`config.mk`:
```
export PLATFORM = sky130hd
export DESIGN_NAME = reset_state_initializer
export DESIGN_NICKNAME = d
export VERILOG_FILES = /design/src/rst_init_pkg.sv /design/src/reset_state_initializer.sv
export SDC_FILE = /design/constraint.sdc
export NUM_CORES = 1
export LEC_CHECK = 0
export ABC_AREA = 1
export BUFFER_PORTS_ARGS = -buffer_cell sky130_fd_sc_hd__buf_2
export CORE_AREA = 2 2 119 121
export CTS_BUF_LIST = sky130_fd_sc_hd__clkbuf_8
export CTS_CLUSTER_DIAMETER = 50
export CTS_CLUSTER_SIZE = 24
export DETAILED_ROUTE_END_ITERATION = 12
export DIE_AREA = 0 0 121 123
export PLACE_DENSITY = 0.71
export SETUP_SLACK_MARGIN = 0.5
export SYNTH_ARGS = -nofsm -noshare
export SYNTH_HDL_FRONTEND = slang
export SYNTH_SLANG_ARGS = --single-unit
```
`constraint.sdc`:
```
create_clock -name i_sys_clk -period 2.7 [get_ports i_sys_clk]
set_input_delay 0.135 -clock i_sys_clk [delete_from_list [all_inputs] [get_ports i_sys_clk]]
set_output_delay 0.135 -clock i_sys_clk [all_outputs]
set_load 0.005 [all_outputs]
```
`src/rst_init_pkg.sv`:
```
// Constants and carrier types for the reset-state initializer.
// Assumes peripherals load their registers from the init bundle
// while their reset line is high.
package rst_init_pkg;
    // APB register offsets (byte addresses)
    localparam logic [7:0] ADDR_CTRL   = 8'h00;
    localparam logic [7:0] ADDR_STATUS = 8'h04;
    localparam logic [7:0] ADDR_IPTR   = 8'h08;

    // Field positions
    localparam int CTRL_SOFT_BIT   = 0;
    localparam int STAT_ACTIVE_BIT = 0;
    localparam int STAT_RETAIN_BIT = 1;
    localparam int STAT_SRC_LSB    = 2;
    localparam int SRC_W           = 6;

    // Reset vector locations
    localparam logic [15:0] VEC_LO_ADDR = 16'h0000;
    localparam logic [15:0] VEC_HI_ADDR = 16'h0001;

    // Initial register values
    localparam logic [7:0]  PSW_INIT      = 8'h02;
    localparam logic [7:0]  LATCH_INIT    = 8'h00;
    localparam logic [7:0]  DIR_INIT      = 8'hff;
    localparam logic [7:0]  PULLUP_INIT   = 8'h00;
    localparam logic [7:0]  ISC_INIT      = 8'h00;
    localparam logic [7:0]  MEMSIZE_INIT  = 8'hcf;
    localparam logic [7:0]  EXPRAM_INIT   = 8'h0c;
    localparam logic [7:0]  CLKCTL_INIT   = 8'h00;
    localparam logic [15:0] WIDE16_INIT   = 16'h0000;
    localparam logic [7:0]  WIDECTL_INIT  = 8'h00;
    localparam logic [7:0]  BYTETMR_INIT  = 8'h00;
    localparam logic [7:0]  INTVTMR_INIT  = 8'h00;
    localparam logic [7:0]  WATCH_INIT    = 8'h00;
    localparam logic [7:0]  CLKOUT_INIT   = 8'h00;

    // Internal reset sources
    typedef struct packed {
        logic wdt;
        logic clm;
        logic poc;
        logic lvi;
    } src_req_t;

    // Per-group register reset lines
    typedef struct packed {
        logic core;
        logic port;
        logic memcfg;
        logic clkctl;
        logic wide_tmr;
        logic byte_tmr;
        logic intv_tmr;
        logic watch;
        logic clkout;
        logic wdt;
    } rst_lines_t;

    // Values presented to peripherals during reset
    typedef struct packed {
        logic [7:0]  program_status_word;
        logic [7:0]  port_latch;
        logic [7:0]  port_direction_reg;
        logic [7:0]  pullup_option_reg;
        logic [7:0]  input_switch_ctrl;
        logic [7:0]  memory_size_switch;
        logic [7:0]  expansion_ram_size_switch;
        logic [7:0]  clock_ctrl_regs;
        logic [15:0] wide_timer_count;
        logic [15:0] wide_timer_capture_compare;
        logic [7:0]  wide_timer_ctrl_regs;
        logic [7:0]  byte_timer_regs;
        logic [7:0]  interval_timer_regs;
        logic [7:0]  watch_timer_mode;
        logic [7:0]  clock_out_select;
    } init_values_t;

    localparam init_values_t INIT_VALUES = '{
        program_status_word:        PSW_INIT,
        port_latch:                 LATCH_INIT,
        port_direction_reg:         DIR_INIT,
        pullup_option_reg:          PULLUP_INIT,
        input_switch_ctrl:          ISC_INIT,
        memory_size_switch:         MEMSIZE_INIT,
        expansion_ram_size_switch:  EXPRAM_INIT,
        clock_ctrl_regs:            CLKCTL_INIT,
        wide_timer_count:           WIDE16_INIT,
        wide_timer_capture_compare: WIDE16_INIT,
        wide_timer_ctrl_regs:       WIDECTL_INIT,
        byte_timer_regs:            BYTETMR_INIT,
        interval_timer_regs:        INTVTMR_INIT,
        watch_timer_mode:           WATCH_INIT,
        clock_out_select:           CLKOUT_INIT
    };
endpackage

```
`src/reset_state_initializer.sv`:
```
// Reset-state initializer: gathers reset sources, drives register
// reset lines and init values, floats ports, fetches the vector.
// Assumes internal sources are on i_sys_clk; the pin is asynchronous.
//
// The register offsets and the APB register port were left to the implementer.
`timescale 1ns/1ps

module reset_state_initializer #(
    parameter int PORT_W   = 8,
    parameter int LOW_BIT  = 0
) (
    // Clock and reset
    input  wire logic                      i_sys_clk,
    input  wire logic                      i_rstn,
    // Reset sources
    input  wire logic                      i_ext_rst_n,
    input  wire rst_init_pkg::src_req_t    i_src_req,
    input  wire logic                      i_standby,
    // Port pins from port logic
    input  wire logic [PORT_W-1:0]         i_port_oe,
    input  wire logic [PORT_W-1:0]         i_port_out,
    // Vector memory
    input  wire logic [7:0]                i_vec_data,
    // APB slave
    input  wire logic                      psel,
    input  wire logic                      penable,
    input  wire logic                      pwrite,
    input  wire logic [7:0]                paddr,
    input  wire logic [31:0]               pwdata,
    output logic                           pready,
    output logic [31:0]                    prdata,
    output logic                           pslverr,
    // Reset outputs
    output rst_init_pkg::rst_lines_t       o_rst_lines,
    output rst_init_pkg::init_values_t     o_init,
    output logic                           o_rst_active,
    output logic                           o_ram_retain,
    // Port pin drive
    output logic [PORT_W-1:0]              o_port_oe,
    output logic [PORT_W-1:0]              o_port_out,
    // Vector fetch and core start
    output logic                           o_vec_rd,
    output logic [15:0]                    o_vec_addr,
    output logic [15:0]                    o_instruction_pointer,
    output logic                           o_cpu_run
);
    generate
        if (LOW_BIT >= PORT_W || LOW_BIT < 0) begin : g_bad_low_bit
            $error("LOW_BIT outside the port");
        end
    endgenerate

    localparam logic [PORT_W-1:0] LOW_MASK =
        PORT_W'(1) << LOW_BIT;

    typedef enum logic [2:0] {
        ST_HOLD,
        ST_FETCH_LO,
        ST_FETCH_HI,
        ST_LOAD,
        ST_RUN
    } state_t;

    state_t                     state;
    state_t                     next_state;
    logic                       ext_meta;
    logic                       ext_sync_n;
    logic                       soft_req;
    logic                       reset_req;
    logic [7:0]                 vec_lo;
    logic [rst_init_pkg::SRC_W-1:0] src_seen;
    logic [rst_init_pkg::SRC_W-1:0] src_now;
    logic                       apb_done;
    logic                       apb_wr;

    // Pin passes two flops before use
    always_ff @(posedge i_sys_clk or negedge i_rstn) begin
        if (!i_rstn) begin
            ext_meta   <= 1'b0;
            ext_sync_n <= 1'b0;
        end else begin
            ext_meta   <= i_ext_rst_n;
            ext_sync_n <= ext_meta;
        end
    end

    // Every source funnels into one request
    assign src_now = {~ext_sync_n, i_src_req.wdt, i_src_req.clm,
                      i_src_req.poc, i_src_req.lvi, soft_req};
    assign reset_req = |src_now;

    always_comb begin
        next_state = state;
        case (state)
            ST_HOLD:     next_state = ST_FETCH_LO;
            ST_FETCH_LO: next_state = ST_FETCH_HI;
            ST_FETCH_HI: next_state = ST_LOAD;
            ST_LOAD:     next_state = ST_RUN;
            ST_RUN:      next_state = ST_RUN;
            default:     next_state = ST_HOLD;
        endcase
        if (reset_req) begin
            next_state = ST_HOLD;
        end
    end

    always_ff @(posedge i_sys_clk or negedge i_rstn) begin
        if (!i_rstn) begin
            state <= ST_HOLD;
        end else begin
            state <= next_state;
        end
    end

    // Lines rise and fall together; watchdog line included
    always_ff @(posedge i_sys_clk or negedge i_rstn) begin
        if (!i_rstn) begin
            o_rst_lines <= '1;
        end else begin
            o_rst_lines <= {$bits(rst_init_pkg::rst_lines_t)
                           {next_state == ST_HOLD}};
        end
    end

    // Same constant bundle for every source
    // Port two latch and stack pointer get no value here on purpose.
    always_ff @(posedge i_sys_clk or negedge i_rstn) begin
        if (!i_rstn) begin
            o_init <= rst_init_pkg::INIT_VALUES;
        end else if (next_state == ST_HOLD) begin
            o_init <= rst_init_pkg::INIT_VALUES;
        end else begin
            o_init <= '0;
        end
    end

    always_ff @(posedge i_sys_clk or negedge i_rstn) begin
        if (!i_rstn) begin
            o_rst_active <= 1'b1;
            o_cpu_run    <= 1'b0;
        end else begin
            o_rst_active <= next_state != ST_RUN;
            o_cpu_run    <= next_state == ST_RUN;
        end
    end

    // Standby state is caught as the reset is entered from run; the i_rstn
    // reset never retains, but a poc request retains like any other source
    always_ff @(posedge i_sys_clk or negedge i_rstn) begin
        if (!i_rstn) begin
            o_ram_retain <= 1'b0;
        end else if (state == ST_RUN && next_state == ST_HOLD) begin
            o_ram_retain <= i_standby;
        end
    end

    // Ports float until the core runs, one bit held low
    always_ff @(posedge i_sys_clk or negedge i_rstn) begin
        if (!i_rstn) begin
            o_port_oe  <= LOW_MASK;
            o_port_out <= '0;
        end else if (next_state != ST_RUN) begin
            o_port_oe  <= LOW_MASK;
            o_port_out <= '0;
        end else begin
            o_port_oe  <= i_port_oe;
            o_port_out <= i_port_out;
        end
    end

    // Vector read: memory answers one cycle after the address
    always_ff @(posedge i_sys_clk or negedge i_rstn) begin
        if (!i_rstn) begin
            o_vec_rd   <= 1'b0;
            o_vec_addr <= rst_init_pkg::VEC_LO_ADDR;
        end else begin
            o_vec_rd   <= next_state == ST_FETCH_LO ||
                          next_state == ST_FETCH_HI;
            o_vec_addr <= (next_state == ST_FETCH_HI) ?
                          rst_init_pkg::VEC_HI_ADDR :
                          rst_init_pkg::VEC_LO_ADDR;
        end
    end

    // Pointer value is meaningless until loaded
    always_ff @(posedge i_sys_clk or negedge i_rstn) begin
        if (!i_rstn) begin
            vec_lo                <= 8'h00;
            o_instruction_pointer <= 16'h0000;
        end else begin
            if (state == ST_FETCH_HI && next_state == ST_LOAD) begin
                vec_lo <= i_vec_data;
            end
            if (state == ST_LOAD && next_state == ST_RUN) begin
                o_instruction_pointer <= {i_vec_data, vec_lo};
            end
        end
    end

    // APB: one wait state, answer registered
    assign apb_done = psel && penable && pready;
    assign apb_wr   = apb_done && pwrite && !pslverr;

    function automatic logic addr_mapped(input logic [7:0] a);
        return a == rst_init_pkg::ADDR_CTRL ||
               a == rst_init_pkg::ADDR_STATUS ||
               a == rst_init_pkg::ADDR_IPTR;
    endfunction

    always_ff @(posedge i_sys_clk or negedge i_rstn) begin
        if (!i_rstn) begin
            pready  <= 1'b0;
            pslverr <= 1'b0;
            prdata  <= 32'h0000_0000;
        end else begin
            pready  <= psel && penable && !pready;
            pslverr <= psel && penable && !pready && !addr_mapped(paddr);
            prdata  <= 32'h0000_0000;
            if (psel && penable && !pready && !pwrite) begin
                case (paddr)
                    rst_init_pkg::ADDR_STATUS: begin
                        prdata[rst_init_pkg::STAT_ACTIVE_BIT] <=
                            o_rst_active;
                        prdata[rst_init_pkg::STAT_RETAIN_BIT] <=
                            o_ram_retain;
                        prdata[rst_init_pkg::STAT_SRC_LSB +:
                               rst_init_pkg::SRC_W] <= src_seen;
                    end
                    rst_init_pkg::ADDR_IPTR: begin
                        prdata[15:0] <= o_instruction_pointer;
                    end
                    default: begin
                        prdata <= 32'h0000_0000;
                    end
                endcase
            end
        end
    end

    // Software reset: one-cycle request from a control write
    always_ff @(posedge i_sys_clk or negedge i_rstn) begin
        if (!i_rstn) begin
            soft_req <= 1'b0;
        end else begin
            soft_req <= apb_wr && paddr == rst_init_pkg::ADDR_CTRL &&
                        pwdata[rst_init_pkg::CTRL_SOFT_BIT];
        end
    end

    // Sticky source record, write one to clear, a new event wins
    always_ff @(posedge i_sys_clk or negedge i_rstn) begin
        if (!i_rstn) begin
            src_seen <= '0;
        end else begin
            if (apb_wr && paddr == rst_init_pkg::ADDR_STATUS) begin
                src_seen <= (src_seen & ~pwdata[rst_init_pkg::STAT_SRC_LSB
                            +: rst_init_pkg::SRC_W]) | src_now;
            end else begin
                src_seen <= src_seen | src_now;
            end
        end
    end
endmodule

```
==> flow_summary.toml, run 1 <==
[route]
wl_um = 9170
wl_per_cell_um = 11.2
vias = 3020
firstDrtPassIters = 4
dr_wl_met3_um = 860
drc = 0
via_per_inst = 3.70
m1WireLength_um = 3640
ant_nets = 0
wl_met2_um = 4570
routed.top_layer = "met4"
drtIter0Drc = 163

[floorplanning]
rows = 43
die_area_um2 = 14900
core_um2 = 13600
start_util = 0.318
die_x_um = 121
ioPinCount = 307
die_y_um = 123

[layout]
antennaDiodeCount = 0
n_fill_cell = 1403
final_common_cell = "conb_1"
drive_gt1_frac = 0.268
final_core_util = 0.358
final_cell_mix = "conb_1 (150), buf_2 (130), nand2_1 (86)"
fin_nets = 707
area_delta_synth_final_pct = 12.5

[grt]
gr-usage-all-layers = 0.121
grt_pass1_vias = 2755
grt_pass1_wl_um = 13800
grt_start_max_net_pins = 77
overflow = 0
antenna_found_initial = 1

[synthesis]
ys_seq_elements = 76
ys_warn_count = 0
syn_area_per_cell_um2 = 8.66
yosysSeqAreaShare = 0.440
synth_cell_types = 23
syn_inst = 500
netlist_area_um2 = 4330

[worst_setup_path]
path_max_fanout = 25
critPathLaunchType = "input pin"
crit_type = "in -> reg"
cp-end-kind = "flip-flop"
arrival_ps = 2070
r2r_cells = 6
worstPathRequired_ps = 2930

[timing]
fin_skew_ps = 11.1
grt_setup_unrepaired = "false"
setup_viol = 0
period_minus_slack_ps = 1840
relSlewSlack = 0.365
max_slew.worst_pin.slew_ps = 953
period_share = 0.682
fin_tns_setup_ps = 0
worst_slack_ps = 860
max_freq_ghz = 0.543
hold_viol = 0
maxSlewViolCount = 0

[clock_tree]
ctsResizeCount = 0
clk_pin_slew_ps = 80
clock-root-buffer = "clkbuf_8"
clock_path_buffers = 2
cts_tree = "yes"
postCtsSetupRepairBufs = 0
worstSkewPairLatency_ps = 350
htreeDepth = 3
cts_made_buffers = 9
cts.sinks = 76

[power_and_ir_drop]
power_density_nw_per_um2 = 477
ir_worst_vdd_v = 0.000314
p_leak_uw = 0.00290

[hold_path]
hold_path.class = "in -> reg"
hold_path_depth = 3

[place]
gp_congestion = 0.725
dp_slack_ps = 935
hpwl_um = 6720
portBuffers = 131

[status]
status = "completed"

[run]
cap_viol_max_count = 0
## Yosys cell counts, drive strengths merged
cell type	count	area [um2]
clkbuf	1	3.75
nor3b	1	7.51
dfstp	3	78.8
a21oi	9	45.0
or2	1	6.26
o21ai	3	15.0
nor3	3	20.0
nand2	89	347
inv	39	146
nor2	48	220
buf	183	1370
nand4	8	50.1
dfrtp	73	1830
nand3	38	190
conb	1	3.75
## final timing paths
| kind | startpoint | end | slack [ps] |
|---|---|---|---|
| setup / recovery | i_src_req[1] | vec_lo[3] | 860 |
| hold / removal | i_src_req[0] | src_seen[1] | 20 |
| setup reg to reg | state[1] | o_port_oe[0] | 930 |
| hold reg to reg | ext_meta | ext_sync_n | 350 |
| max in group asynchronous | i_rstn | src_seen[1] | 1580 |
| min in group asynchronous | i_rstn | o_port_out[1] | 510 |
## per-layer routing
metal  vias to the layer above  track usage
met2                       158        0.204
li1                       1469            -
met5                         -            0
met1                      1386        0.144
met4                         0       0.0349
met3                         7       0.0457
## worst max-delay path, stage by stage
cell           delay (ps)
dlygate4sd3_1         540
buf_2                 130
nor2_1                 90
nand2_1               100
nor2_4                460
nand3_1               390
nand2_1               150
nand2_1                50
## power breakdown
part	switching (uW)	internal, uW	leakage [uW]	total (uW)
sequential	4.71	1140	0.00101	1150
combinational	119	61.3	0.00177	180
clock	441	556	0.000114	997
total	564	1760	0.00290	2320
## cell families after synthesis
kind of cell	after synthesis	synth area share
DFF	76	0.440
and+or+nand+nor	188	0.194
other	1	0.000866
buffers and inverters	223	0.351
AOI/OAI and AO/OA	12	0.0139
## stage by stage
| step | cells | instance area [um2] | hold slack (ps) | total power [uW] |
|---|---|---|---|---|
| CTS | 817 | 4870 | 2.46 | 2350 |
| finish | 817 | 4870 | 18.4 | 2320 |
| global placement | 779 | 4420 | 246 | 1320 |
| floorplan | 649 | 4890 | -161 | 1410 |
| detailed placement | 779 | 4420 | 245 | 1320 |
| global route | 817 | 4870 | 13.6 | 2450 |
## layout make-up
type                       instances  area, um2  area share
timing repair buffer             156        901       0.185
inverter                          39        146      0.0300
sequential                        76       1910       0.391
tap                              180        225      0.0462
clock inverter                     6       93.8      0.0193
clock buffer                      10        138      0.0282
multi-input combinational        350       1460       0.300
## sequential cells by signal (all words and copies together) (netlist names), 3 cells and up
register / cells
o_instruction_pointer: 16
prdata: 16
o_port_oe: 8
o_port_out: 8
vec_lo: 8
src_seen: 6
state: 3
## timing repair
action | in CTS | in global routing
hold endpoints to repair | 94 | 0
hold buffers | 22 | 0
endpoints found under the setup margin | 0 | 0
Power figures use the tool's default switching activity.
==> inputs of run 2 (changes only) <==
--- a/config.mk
+++ b/config.mk
@@ -13,7 +13,7 @@
 export CTS_CLUSTER_SIZE = 24
 export DETAILED_ROUTE_END_ITERATION = 12
 export DIE_AREA = 0 0 121 123
-export PLACE_DENSITY = 0.71
+export PLACE_DENSITY = 0.74
 export SETUP_SLACK_MARGIN = 0.5
 export SYNTH_ARGS = -nofsm -noshare
 export SYNTH_HDL_FRONTEND = slang
==> constraint.sdc (replaced) <==
create_clock -name i_sys_clk -period 1.6 [get_ports i_sys_clk]
set_input_delay 0.08 -clock i_sys_clk [delete_from_list [all_inputs] [get_ports i_sys_clk]]
set_output_delay 0.08 -clock i_sys_clk [all_outputs]
set_load 0.005 [all_outputs]
==> run 2 against run 1 <==
Non-clock buffer count is 44 higher. Sequential power is 69% higher. Critical path depth is 6 lower. Design area is 20% higher. Wire length is 14% higher. Worst hold slack worse by 3.2 ps. Sequential share of layout area is 6.5 points lower. Global-route usage is 1.1 points higher. Core utilization is 7.3 points higher. Via count is 10% higher.
==> flow_summary.toml, run 2 (same netlist as run 1, synthesis figures left out) <==
[route]
ant_nets = 0
vias = 3321
firstDrtPassIters = 5
drc = 0
drtIter0Drc = 186
wl_um = 10500
wl_per_cell_um = 12.2
via_per_inst = 3.85

[layout]
fin_nets = 753
final_cell_mix = "conb_1 (150), buf_2 (128), dfrtp_1 (71)"
top_regs = "o_instruction_pointer x16, prdata x16"
area_delta_synth_final_pct = 35.3
drive_gt1_frac = 0.406
final_common_cell = "conb_1"
antennaDiodeCount = 0
n_fill_cell = 1317

[worst_setup_path]
critPathMaxStageDelay_ps = 640
critPathLaunchType = "flip-flop"
path_max_fanout = 13
crit_chain = "buf_6, buf_2"
arrival_ps = 1230
worstPathRequired_ps = 1520
cp-end-kind = "primary output"
critical_path.slowest_cell = "dfstp_4"
crit_type = "reg -> out"

[floorplanning]
rows = 43
start_util = 0.318
die_x_um = 121
core_um2 = 13600
ioPinCount = 307
die_y_um = 123
die_area_um2 = 14900

[place]
portBuffers = 131
hpwl_um = 7060
dp_slack_ps = 230
gp_congestion = 0.785

[clock_tree]
clock_path_buffers = 2
clock-root-buffer = "clkbuf_8"
worstSkewPairLatency_ps = 350
cts_made_buffers = 9
clk_pin_slew_ps = 90
htreeDepth = 3
cts_tree = "yes"
cts.sinks = 76

[timing]
worst_slack_ps = 294
fin_tns_setup_ps = 0
max_freq_ghz = 0.766
hold_viol = 0
maxSlewViolCount = 0
period_minus_slack_ps = 1310
setup_viol = 0
fin_skew_ps = 13.6
max_slew.worst_pin.slew_ps = 515
period_share = 0.816
grt_setup_unrepaired = "true"
relSlewSlack = 0.655

[hold_path]
hold_path.class = "in -> reg"

[run]
cap_viol_max_count = 0

[status]
status = "completed"

[grt]
grt_pass1_wl_um = 15200
gr-usage-all-layers = 0.132
overflow = 0
grt_start_max_net_pins = 34
grt_pass1_vias = 3048
antenna_found_initial = 0

[power_and_ir_drop]
power_density_nw_per_um2 = 677
ir_worst_vdd_v = 0.000468
p_leak_uw = 0.00324
-- run 2: changes by cell type in the layout (fill, tap and decap cells not counted), sizes merged --
cell	delta
clkinvlp	-1
buf	+32
nand2	+2
clkinv	+5
inv	-3
dlygate4sd3	+10
clkbuf	+1
-- run 2: per-layer routing --
| metal | track usage | vias to the layer above | wire length [um] |
|---|---|---|---|
| met5 | 0 | - | 0 |
| met4 | 0.0414 | 0 | 189 |
| met3 | 0.0424 | 13 | 905 |
| met2 | 0.232 | 166 | 5570 |
| met1 | 0.152 | 1569 | 3820 |
| li1 | - | 1573 | - |
-- run 2: stage by stage --
| stage | instance area, um2 | instances | hold WS [ps] | total power, uW | util |
|---|---|---|---|---|---|
| floorplan | 4920 | 649 | -216 | 2380 | - |
| global placement | 4500 | 786 | 15.1 | 2240 | 0.331 |
| detailed placement | 4500 | 786 | 16.0 | 2240 | 0.331 |
| CTS | 5560 | 855 | 5.53 | 3980 | 0.408 |
| global route | 5860 | 863 | 16.8 | 4180 | 0.431 |
| finish | 5860 | 863 | 15.3 | 3970 | 0.431 |
-- run 2: path summary, 6_finish.rpt --
kind / cells after the start / startpoint / endpoint / slack, ps
worst min register to register: 0 / ext_meta / ext_sync_n / 350
worst min-delay path: 3 / i_vec_data[0] / o_instruction_pointer[8] / 20
worst max-delay path: 2 / o_init[118] / o_rst_lines[1] / 290
worst max register to register: 8 / soft_req / vec_lo[5] / 340
max in group asynchronous: 3 / i_rstn / o_init[118] / 780
min in group asynchronous: 2 / i_rstn / vec_lo[1] / 200
-- run 2: worst max-delay path, delay by kind of cell (launching register included) --
family	cells	cell delay, ps
DFF	1	640
buffers and inverters	2	240
-- run 2: cell type report --
type / count / area [um2] / area share
clock inverter: 7 / 100 / 0.0171
clock buffer: 9 / 124 / 0.0211
multi-input combinational: 352 / 1830 / 0.313
timing repair buffer: 200 / 1510 / 0.257
inverter: 39 / 156 / 0.0267
sequential: 76 / 1910 / 0.326
tap: 180 / 225 / 0.0384
-- run 2: report_power, final --
group / switching [uW] / internal [uW]
logic: 238 / 162
clock network: 745 / 889
registers: 7.35 / 1930
total: 990 / 2980
-- run 2: repair_timing --
item	in CTS	in global routing
hold endpoints to repair	89	0
endpoints found under the setup margin	100	102
buffers inserted	17	5
hold buffers	32	0
cloned	4	3
gates resized for setup	70	53
pin swaps	10	15
==> inputs of run 3 (changes only) <==
==> constraint.sdc (replaced) <==
create_clock -name i_sys_clk -period 1.05 [get_ports i_sys_clk]
set_input_delay 0.0525 -clock i_sys_clk [delete_from_list [all_inputs] [get_ports i_sys_clk]]
set_output_delay 0.0525 -clock i_sys_clk [all_outputs]
set_load 0.005 [all_outputs]
==> run 3 against run 2 <==
The run now ends with negative hold slack, negative setup slack left. Critical path depth unchanged. First-iteration DRC count down 30%. Worst setup slack lost 520 ps. Worst hold slack lost 420 ps. Register-to-register slack worse by 550 ps. Clock power up 44%. Sequential power increased by 52%. Critical endpoint is now o_rst_lines[5]. Largest power group unchanged. Highest routed layer unchanged.
==> flow_summary.toml, run 3 (same netlist as run 1, synthesis figures left out) <==
[floorplanning]
ioPinCount = 307
core_um2 = 13600
die_x_um = 121
die_area_um2 = 14900
start_util = 0.318
die_y_um = 123
rows = 43

[grt]
overflow = 0
gr-usage-all-layers = 0.139
grt_pass1_wl_um = 15900
grt_pass1_vias = 3099
antenna_found_initial = 1
grt_start_max_net_pins = 28

[layout]
final_core_util = 0.446
n_fill_cell = 1286
top_regs = "o_instruction_pointer x16, prdata x16"
drive_gt1_frac = 0.490
fin_nets = 762
fin_area_um2 = 6070
final_cell_mix = "conb_1 (150), buf_2 (126), dfrtp_1 (73)"
final_common_cell = "conb_1"
area_delta_synth_final_pct = 40.3

[route]
ant_nets = 0
wl_um = 10900
drtIter0Drc = 131
via_per_inst = 3.84
vias = 3350
wl_per_cell_um = 12.5
drc = 0
firstDrtPassIters = 4

[clock_tree]
cts_made_buffers = 9
cts_hold_buf = 10
clock_path_buffers = 2
worstSkewPairLatency_ps = 350
cts_tree = "yes"
cts.sinks = 76
htreeDepth = 3
clk_pin_slew_ps = 80
clock-root-buffer = "clkbuf_8"

[place]
gp_congestion = 0.797
hpwl_um = 7450
place_area_um2 = 4750
portBuffers = 131

[worst_setup_path]
crit_type = "reg -> out"
critical_path.slowest_cell = "dfstp_4"
crit_chain = "buf_8, buf_2"
critPathMaxStageDelay_ps = 640
regToRegStartpoint = "soft_req"
critPathLaunchType = "flip-flop"
startpoint = "o_init[118]"
cp-end-kind = "primary output"
worstPathRequired_ps = 1000
arrival_ps = 1230
path_max_fanout = 14

[status]
violations = "negative hold slack, negative setup slack"
status = "finished with violations"

[power_and_ir_drop]
total_power_uw = 5870
power_density_nw_per_um2 = 967
ir_worst_vdd_v = 0.000630
p_leak_uw = 0.00332

[timing]
hold_viol = 96
grt_setup_unrepaired = "true"
period_minus_slack_ps = 1280
worst_slack_ps = -230
finalHoldWorstSlack_ps = -409
maxSlewViolCount = 0
max_freq_ghz = 0.781
setup_viol = 100
period_share = 1.22
fin_skew_ps = 10.7

[hold_path]
hold_path.class = "in -> async"

[run]
cap_viol_max_count = 0
[run 3: metal layers]
layer | share of wire | track usage
met3 | 0.074 | 0.0420
met5 | 0 | 0
met2 | 0.52 | 0.239
met1 | 0.39 | 0.167
met4 | 0.016 | 0.0458
[run 3: worst max-delay path, delay by kind of cell (launching register included)]
family	cells	cell delay (ps)
buf+inv	2	240
flops	1	640
[run 3: worst paths after layout]
path,to,slack (ps),cells past startpoint
worst min-delay path,state[2],-410,1
worst min register to register,ext_sync_n,350,0
worst max-delay path,o_rst_lines[5],-230,2
worst max register to register,vec_lo[3],-210,8
max in group asynchronous,o_init[118],950,2
min in group i_sys_clk,o_port_oe[0],-100,2
[run 3: where the power goes]
group / total, uW / internal, uW / switching (uW)
clock network: 2340 / 1270 / 1070
registers: 2950 / 2940 / 10.9
logic: 582 / 217 / 365
[run 3: timing repair]
item                       in CTS  in global routing
pin swaps                      37                  7
resized for setup              93                 74
hold endpoints to repair      112                 96
setup endpoints to repair     156                156
cloned                          3                  0
setup buffers                  28                  7
[run 3: metrics by stage]
step | setup TNS (ps) | hold WS (ps) | std cells | worst slack [ps]
5_1_grt | -22770 | -414 | 872 | -296
2_1_floorplan | -2690 | -243 | 649 | -118
4_1_cts | -14880 | -424 | 865 | -259
3_3_place_gp | -7430 | -37.1 | 808 | -193
3_5_place_dp | -9180 | -31.1 | 808 | -241
6_report | -15820 | -409 | 873 | -230
[run 3: layout make-up]
cell class / instances / area (um2) / share of cell area
Multi-Input combinational cell: 352 / 2030 / 0.334
Sequential cell: 76 / 1910 / 0.314
Timing Repair Buffer: 209 / 1550 / 0.255
Tap cell: 180 / 225 / 0.0371
Clock buffer: 12 / 165 / 0.0272
Inverter: 39 / 156 / 0.0257
Clock inverter: 4 / 41.3 / 0.00680
Antenna cell: 1 / 2.50 / 0.000412
